File: src/lpdpd_consts.vh
`ifndef LPDPD_CONSTS_VH
`define LPDPD_CONSTS_VH
// ----------------------------------------
// Power-down state encodings
// ----------------------------------------
`define LPDPD_ST_ACTIVE 3'h0
`define LPDPD_ST_HOLD 3'h1
`define LPDPD_ST_PD 3'h2
`define LPDPD_ST_EXIT 3'h3
`define LPDPD_PD_NONE 2'h0
`define LPDPD_PD_IDLE 2'h1
`define LPDPD_PD_ACTIVE 2'h2
`define LPDPD_PD_SELFREF 2'h3
// ----------------------------------------
// Timing figures (ps and link clock counts)
// ----------------------------------------
`define LPDPD_CLK_PS 10000
`define LPDPD_TCKELCK_PS 5000
`define LPDPD_TCKELCK_NCK 5
// ----------------------------------------
// Termination mode bit positions
// ----------------------------------------
`define LPDPD_ODT_CA_BIT 0
`define LPDPD_ODT_CK_BIT 1
`define LPDPD_ODT_CS_BIT 2
`endif

File: src/lpdpd_power_down.v
`timescale 1ns/1ps
`include "lpdpd_consts.vh"
// How it works
// - Low clock-enable enters power-down immediately.
// - Pending row/refresh work completes before low power.
// - Power-down disables buffers except enable, reset.
// - After tCKELCK, receivers off except reset.
// - No refresh in power-down except self-refresh.
// - High enable exits power-down immediately.
// - Classify idle, active, self-refresh power-down.
// - Enabled termination persists through power-down.
// - Single-ended timing selected per interface bit.
module lpdpd_power_down #(
    parameter CKELCK_NCK = `LPDPD_TCKELCK_NCK
) (
    // Clock and reset
    input wire mclk_i,
    input wire arst_n_i,
    // Link pins
    input wire link_ck_i,
    input wire cke_i,
    // Core status
    input wire banks_open_i,
    input wire self_refresh_i,
    input wire internal_busy_i,
    // Mode bits
    input wire [2:0] odt_enable_i,
    input wire se_clk_i,
    input wire se_wdqs_i,
    input wire se_rdqs_i,
    // Power-down status
    output wire pd_active_o,
    output reg [1:0] pd_kind_o,
    output wire buffers_en_o,
    output reg receivers_en_o,
    output wire low_power_o,
    output wire refresh_allow_o,
    output wire [2:0] odt_term_o,
    output reg se_clk_timing_o,
    output reg se_wdqs_timing_o,
    output reg se_rdqs_timing_o
);

// ----------------------------------------
// Derived counts
// ----------------------------------------
localparam integer NS_CYC = (`LPDPD_TCKELCK_PS + `LPDPD_CLK_PS - 1) / `LPDPD_CLK_PS;
localparam integer HOLD_N = (CKELCK_NCK > NS_CYC) ? CKELCK_NCK : NS_CYC;
localparam [3:0] HOLD_CNT = HOLD_N[3:0];

// ----------------------------------------
// Pin synchronisers
// ----------------------------------------
reg [1:0] ck_sync_reg;
reg [1:0] cke_sync_reg;
reg ck_prev_reg;
wire ck_rise;
wire cke_s;
always @(posedge mclk_i or negedge arst_n_i) begin
    if (!arst_n_i) begin
        ck_sync_reg <= 2'h0;
        // The enable chain resets to its idle high level, so that the release of
        // reset is not taken for a falling enable and a false power-down entry.
        cke_sync_reg <= 2'h3;
        ck_prev_reg <= 1'b0;
    end else begin
        ck_sync_reg <= {ck_sync_reg[0], link_ck_i};
        cke_sync_reg <= {cke_sync_reg[0], cke_i};
        ck_prev_reg <= ck_sync_reg[1];
    end
end
assign ck_rise = ck_sync_reg[1] & ~ck_prev_reg;
assign cke_s = cke_sync_reg[1];

// ----------------------------------------
// Power-down state
// ----------------------------------------
// The state follows the enable level without waiting for a link clock edge; only the
// receiver shutdown needs counted link clocks and elapsed time.
reg [2:0] state_reg;
reg [2:0] state_next;
reg [3:0] nck_reg;
reg [3:0] nck_next;
reg [3:0] ncyc_reg;
reg [3:0] ncyc_next;
always @* begin
    state_next = state_reg;
    nck_next = nck_reg;
    ncyc_next = ncyc_reg;
    case (state_reg)
        `LPDPD_ST_ACTIVE: begin
            if (!cke_s) begin
                state_next = `LPDPD_ST_HOLD;
                nck_next = 4'h0;
                ncyc_next = 4'h0;
            end
        end
        `LPDPD_ST_HOLD: begin
            if (ck_rise && nck_reg != HOLD_CNT) begin
                nck_next = nck_reg + 4'h1;
            end
            if (ncyc_reg != HOLD_CNT) begin
                ncyc_next = ncyc_reg + 4'h1;
            end
            if (cke_s) begin
                state_next = `LPDPD_ST_ACTIVE;
            end else if (nck_reg == HOLD_CNT && ncyc_reg == HOLD_CNT) begin
                state_next = `LPDPD_ST_PD;
            end
        end
        `LPDPD_ST_PD: begin
            if (cke_s) begin
                state_next = `LPDPD_ST_ACTIVE;
            end
        end
        default: state_next = `LPDPD_ST_ACTIVE;
    endcase
end

always @(posedge mclk_i or negedge arst_n_i) begin
    if (!arst_n_i) begin
        state_reg <= `LPDPD_ST_ACTIVE;
        nck_reg <= 4'h0;
        ncyc_reg <= 4'h0;
    end else begin
        state_reg <= state_next;
        nck_reg <= nck_next;
        ncyc_reg <= ncyc_next;
    end
end

// ----------------------------------------
// Mode classification
// ----------------------------------------
// The kind is latched on the entry edge and held for the whole stay, so bank or
// self-refresh status that moves later does not relabel the power-down.
always @(posedge mclk_i or negedge arst_n_i) begin
    if (!arst_n_i) begin
        pd_kind_o <= `LPDPD_PD_NONE;
    end else begin
        if (state_reg == `LPDPD_ST_ACTIVE && !cke_s) begin
            if (self_refresh_i) begin
                pd_kind_o <= `LPDPD_PD_SELFREF;
            end else if (banks_open_i) begin
                pd_kind_o <= `LPDPD_PD_ACTIVE;
            end else begin
                pd_kind_o <= `LPDPD_PD_IDLE;
            end
        end else if (state_next == `LPDPD_ST_ACTIVE) begin
            pd_kind_o <= `LPDPD_PD_NONE;
        end
    end
end

// ----------------------------------------
// Receiver shutdown
// ----------------------------------------
// Taken from the next state, so the receivers go off on the edge at which the
// state reaches power-down and come back on the exit edge.
always @(posedge mclk_i or negedge arst_n_i) begin
    if (!arst_n_i) begin
        receivers_en_o <= 1'b1;
    end else begin
        receivers_en_o <= (state_next != `LPDPD_ST_PD);
    end
end

// ----------------------------------------
// Single-ended timing select
// ----------------------------------------
// Each interface follows its own mode bit; one register stage keeps these
// selects glitch free while the mode bits are being rewritten.
always @(posedge mclk_i or negedge arst_n_i) begin
    if (!arst_n_i) begin
        se_clk_timing_o <= 1'b0;
        se_wdqs_timing_o <= 1'b0;
        se_rdqs_timing_o <= 1'b0;
    end else begin
        se_clk_timing_o <= se_clk_i;
        se_wdqs_timing_o <= se_wdqs_i;
        se_rdqs_timing_o <= se_rdqs_i;
    end
end

// ----------------------------------------
// Power-down status
// ----------------------------------------
assign pd_active_o = (state_reg != `LPDPD_ST_ACTIVE);
assign buffers_en_o = ~pd_active_o;
// Power-down current is only reached once activate, precharge or refresh work
// that was still running at entry has drained.
// low power after pending work
assign low_power_o = pd_active_o & ~internal_busy_i;
assign refresh_allow_o = ~pd_active_o | (pd_kind_o == `LPDPD_PD_SELFREF);
// Termination does not follow the power state, because the bus that it loads
// may still be driven towards other ranks.
// termination kept in all states
assign odt_term_o = odt_enable_i;

endmodule

File: config.mk
export PLATFORM = sky130hd
export DESIGN_NAME = lpdpd_power_down
export DESIGN_NICKNAME = d
export VERILOG_FILES = /design/src/lpdpd_power_down.v
export VERILOG_INCLUDE_DIRS = /design/src
export SDC_FILE = /design/constraint.sdc
export NUM_CORES = 1
export LEC_CHECK = 0
export BUFFER_PORTS_ARGS = -buffer_cell sky130_fd_sc_hd__buf_2
export CAP_MARGIN = 20
export CORE_UTILIZATION = 50
export DETAILED_ROUTE_END_ITERATION = 16
export GPL_ROUTABILITY_DRIVEN = 0
export GPL_TIMING_DRIVEN = 0
export PLACE_DENSITY = 0.83
export SYNTH_ARGS = -nofsm -noshare
export SYNTH_HDL_FRONTEND = slang
export SYNTH_SLANG_ARGS = --single-unit
File: constraint.sdc
create_clock -name mclk_i -period 2 [get_ports mclk_i]
set_input_delay 0.4 -clock mclk_i [delete_from_list [all_inputs] [get_ports mclk_i]]
set_output_delay 0.4 -clock mclk_i [all_outputs]
set_load 0.01 [all_outputs]
* After elaboration in Yosys (flattened, before gate mapping)
Index checks and enable logic that the tools add are counted.
** Cells by class
- Add/sub/neg operators :: 2
- Equality and inequality tests :: 11
- Muxes and demuxes :: 14
- Bitwise logic cells :: 6
- Reduce and logical (&&, ||, !) cells :: 11
** Operator list (count)
- 4-bit case mux with 2 select lines :: 2
- 3-bit 2-to-1 mux :: 4
- 4-bit 2-to-1 mux :: 3
- 3-bit case mux with 3 select lines :: 1
- 4-bit by 1-bit adder with 4-bit output, second input constant :: 2
- 4-bit by 3-bit equality test with 1-bit output, second input constant :: 2
- 2-bit 2-to-1 mux :: 4
- 4-bit by 3-bit inequality test with 1-bit output, second input constant :: 2
- 3-bit logical NOT :: 2
- 2-bit inequality test, second input constant :: 3
- 3-bit AND reduction :: 2
- 2-bit nonzero test :: 2
- 3-bit by 1-bit equality test with 1-bit output, second input constant :: 1
- 3-bit by 2-bit equality test with 1-bit output, second input constant :: 1
- 1-bit logical AND :: 3
- 3-bit by 2-bit inequality test with 1-bit output, second input constant :: 1
- 1-bit NOT :: 3
- 3-bit nonzero test :: 1
- 1-bit bitwise AND :: 2
- 2-bit equality test, second input constant :: 1
- 1-bit logical NOT :: 1
- 1-bit bitwise OR :: 1
** Storage, ports and cells
- Register bits :: 22
- Input port bits :: 13

* Longest topological paths before layout
- Word-level depth :: 8
- Depth in mapped cells :: 5
- Mapped depth without buffers :: 5

* Worst setup path before layout
OpenSTA, ideal clock, no wires.
- Path kind :: reg2reg
- Start :: register state_reg[0]
- End :: register nck_reg[1]
- Setup time :: 0.120 ns
- Arrival time :: 1.503 ns
- Data required time :: 1.880 ns
- Setup slack :: 0.377 ns
- Cell stages (with the launch flop) :: 6
- Path buffers :: 2
- Period minus slack after synthesis :: 1.623 ns
- Path through :: dfrtp_1 > buf_4 > or3b_1 > buf_2 > or3_1 > a31o_1
** Between the ends
- Cells in the longest elaborated chain, start to end :: 3
- Elaborated cells between the ends (all ways) :: 7
- Classes of those cells :: eq/ne: 3; mux: 1; reduce/logical: 3
** RTL lines
- from (decl) :: RTL line lpdpd_power_down.v:80 : reg [2:0] state_reg;
- from (signal assigned) :: RTL line lpdpd_power_down.v:122 : state_reg <= `LPDPD_ST_ACTIVE;
- from (signal assigned) :: RTL line lpdpd_power_down.v:126 : state_reg <= state_next;
- 3-bit by 1-bit equality test with 1-bit output or 3-bit logical NOT (tied branches) :: RTL line lpdpd_power_down.v:90 : case (state_reg)
- 2-bit inequality test (no source line) or 2-bit nonzero test (tied branches)
- 3-bit AND reduction (no source line)
- to (signal assigned) :: RTL line lpdpd_power_down.v:127 : nck_reg <= nck_next;
- to (decl) :: RTL line lpdpd_power_down.v:82 : reg [3:0] nck_reg;
Several ways; a longest one is shown, not always the timed one.
A chain may end at the register's enable or synchronous reset.

* Final worst setup path
- Start :: register state_reg[0]
- End :: output port refresh_allow_o
** Between the ends
- Cells in the longest elaborated chain, start to end :: 3
** RTL lines
- 3-bit nonzero test (no source line)
- 1-bit NOT :: RTL line lpdpd_power_down.v:194 : assign refresh_allow_o = ~pd_active_o | (pd_kind_o == `LPDPD_PD_SELFREF);
- 1-bit bitwise OR :: RTL line lpdpd_power_down.v:194
- to (decl) :: RTL line lpdpd_power_down.v:37 : output wire refresh_allow_o,
Every way passes these cells.

==> impl_metrics.csv <==
group,metric,value,unit
setup_path,r2r_cells,5,
setup_path,slowest_delay,0.37,ns
yosys,synthMuxAreaShare,0.04071,
floorplanning,core,1783,um2
yosys,synth_top_family_by_area,"simple AND/OR/NAND/NOR gates",
drt,vias_per_cell,5.206,
drt,drtIter0Drc,13,
sta,setup_violations,0,
final_layout,nNetsFinal,129,
setup_path,arrival,1.42,ns
global_route,grt_usage,0.1952,
run,cap_violations,0,
yosys,yosysMostFrequentCell,"dfrtp_1",
status,status,"finished clean",
drt,wl_per_cell,11.99,um
global_route,grt_max_degree,23,
setup_path,rr_endpoint,"nck_reg[1]$_DFFE_PN0P_",
pwr,swShare,0.2463,
pwr,vdd_drop_max,509.5,uV
final_layout,antenna_cells,0,
yosys,synthAdderAreaFrac,0.05089,
setup_path,critical_path_class,"flip-flop to output port",
pwr,p_switching,0.1925,mW
sta,rsz0062_at_grt,"no",
yosys,yosys.area.top_type,"dfrtp_1",
drt,drc_errors,0,
floorplanning,start_util,0.5516,
yosys,yosysWarnings,0,
clocking,cts_hold_buf,0,
final_layout,syn2layout_area_growth,17.05,%
drt,routed_wl,1.630,mm
clocking,cts.sinks,22,
placement,io_buffers,22,
setup_path,startpoint_type,"flip-flop",
yosys,yosysUniqueCellTypes,34,
yosys,synth_nets,102,
yosys,synth_flop_cell,"dfrtp_1",
global_route,grt_pass1_wl,2.766,mm
yosys,synthCells,85,
drt,vias,708,
clocking,clk_latency,0.31,ns
min_path,hp-class,"input pin to asynchronous set/reset pin",
pwr,total_power,0.7815,mW
sta,drv_slew,0,
global_route,grt_pass1_vias,670,
yosys,ys_top_cells_by_count,"dfrtp_1 (19), inv_1 (6), nand2_1 (5)",
setup_path,critPathSlowestCell,"dfrtp_1",
sta,fmax,548.4,MHz
floorplanning,die-area,2148,um2
yosys,yosys.area_share.simple,0.1743,
final_layout,drive_above_1_share,0.3153,
clocking,path_clk_slew,0.12,ns
pwr,power_leakage,0.5598,nW
pwr,p_clk_frac,0.260,
clocking,clockBufferDepth,2,
final_layout,fin_area,1151,um2
setup_path,r2r-start,"state_reg[0]$_DFF_PN0_",
pwr,pwr-share-comb,0.118,
floorplanning,die_h,46.35,um
drt,ant_nets,0,
sta,hold_viol,0,
yosys,synth_xor_area_frac,0,
setup_path,cp-end-kind,"output port",
sta,fin_skew,0.01046,ns
setup_path,worstPathMaxFanout,9,
yosys,synth_top_area_share,0.4835,
yosys,synth-compound-area-share,0.1043,
yosys,ys_seq_elements,22,
placement,post_dp_cell_area,1125,um2
floorplanning,rows,15,
sta,min_period,1.823,ns
drt,drt_first_pass_iters,4,
pwr,p_int,0.5890,mW
setup_path,path_cells,"buf_4, nor3_1, inv_1, o21ai_0, buf_2",
setup_path,r2r_setup_slack,0.29,ns
floorplanning,ioPinCount,26,
clocking,cts_resized,0,
floorplanning,dieWidth,46.35,um
setup_path,crit_buf_inv,3,
sta,period_share,0.9117,
yosys,synth_area_leaders,"dfrtp_1 (48%), dfstp_2 (8.0%), ha_1 (5.1%)",
yosys,seq_area_frac_synth,0.5636,
clocking,clock-root-buffer,"clkbuf_4",
yosys,async_flop_share,1.000,
setup_path,critPathTopFamily,"buffers and inverters",
clocking,cts_max_level,1,
yosys,syn_avg_cell_area,11.57,um2
clocking,cts_setup_buffers,0,
setup_path,worstPathRequired,1.60,ns
clocking,cts_tree,"yes",
clocking,numCtsBuffers,3,
yosys,synth_edf_count,0,
sta,final.setup.tns,0,ns
placement,hpwlAfterDp,1.236,mm
global_route,antenna_found_initial,0,
yosys,synth_area,983.4,um2
global_route,gr-total-overflow,0,
pwr,seqPwrFrac,0.621,
pwr,powerDensity,678.9,nW/um2
## area by class of cell
type                            count  area [um2]
Fill cell                         147       631.9
Sequential cell                    22       554.3
Multi-Input combinational cell     51       367.9
Timing Repair Buffer               22       110.1
Buffer                              6       38.79
Tap cell                           25       31.28
Clock buffer                        4       26.28
Inverter                            6       22.52
## layer usage
layer  global-route usage  part of all wire
met1               0.2031              0.41
met2               0.3444              0.52
met3              0.04706             0.036
met4               0.1235             0.027
met5                    0                 0
## how the worst max path moves through the flow
stage,from,end,slack [ns],depth (start not counted)
3_5_place_dp,state_reg[0]$_DFF_PN0_,nck_reg[1]$_DFFE_PN0P_,0.30,5
5_1_grt,state_reg[0]$_DFF_PN0_,refresh_allow_o,0.02,5
4_1_cts,state_reg[0]$_DFF_PN0_,refresh_allow_o,0.17,5
2_1_floorplan,state_reg[0]$_DFF_PN0_,nck_reg[1]$_DFFE_PN0P_,0.38,5
6_report,state_reg[0]$_DFF_PN0_,refresh_allow_o,0.18,5
3_3_place_gp,state_reg[0]$_DFF_PN0_,nck_reg[1]$_DFFE_PN0P_,0.32,5
## metrics by stage
stage,hold WS (ns),setup WS (ns),instances,util
after floorplan,0.1044,0.3774,85,-
after global placement,0.3320,0.3183,132,0.6309
after detailed placement,0.3396,0.2967,132,0.6309
after CTS,0.03452,0.1682,136,0.6456
after global routing,0.05333,0.02480,136,0.6456
final,0.02289,0.1765,136,0.6456
## power groups by stage
stage | clock [mW] | sequential, mW | combinational, mW
after floorplan | 0 | 0.494 | 0.0512
after global placement | 0 | 0.493 | 0.0895
after detailed placement | 0 | 0.494 | 0.0940
after CTS | 0.215 | 0.486 | 0.0952
after global routing | 0.233 | 0.489 | 0.106
final | 0.203 | 0.485 | 0.0925
## layout by cell type, fill, tap and decap left out, drive strengths merged
cell / netlist / routed
a211o: 2 / 2
a21boi: 3 / 3
a22o: 1 / 1
a22oi: 1 / 1
a31o: 1 / 1
and3: 1 / 1
and3b: 2 / 2
buf: 5 / 27
clkbuf: 1 / 5
conb: 1 / 1
dfrtp: 19 / 19
dfstp: 3 / 3
ha: 4 / 4
inv: 6 / 6
mux2i: 4 / 4
nand2: 5 / 5
nand2b: 2 / 2
nand3: 2 / 2
nor2: 2 / 2
nor2b: 2 / 2
nor3: 3 / 3
nor3b: 1 / 1
nor4: 2 / 2
nor4b: 1 / 1
o21ai: 3 / 3
o22ai: 1 / 1
o311ai: 1 / 1
o31ai: 1 / 1
or2: 1 / 1
or3: 1 / 1
or3b: 1 / 1
or4: 2 / 2
## logic make-up after synthesis
logic type	after synthesis
buffers and inverters	12
multiplexers	4
AO/OA/AOI/OAI	14
flip-flops	22
AND/OR/NAND/NOR	28
other	1
adder cells (fa/ha/maj)	4
No activity file was read; power rests on OpenSTA's default activity.
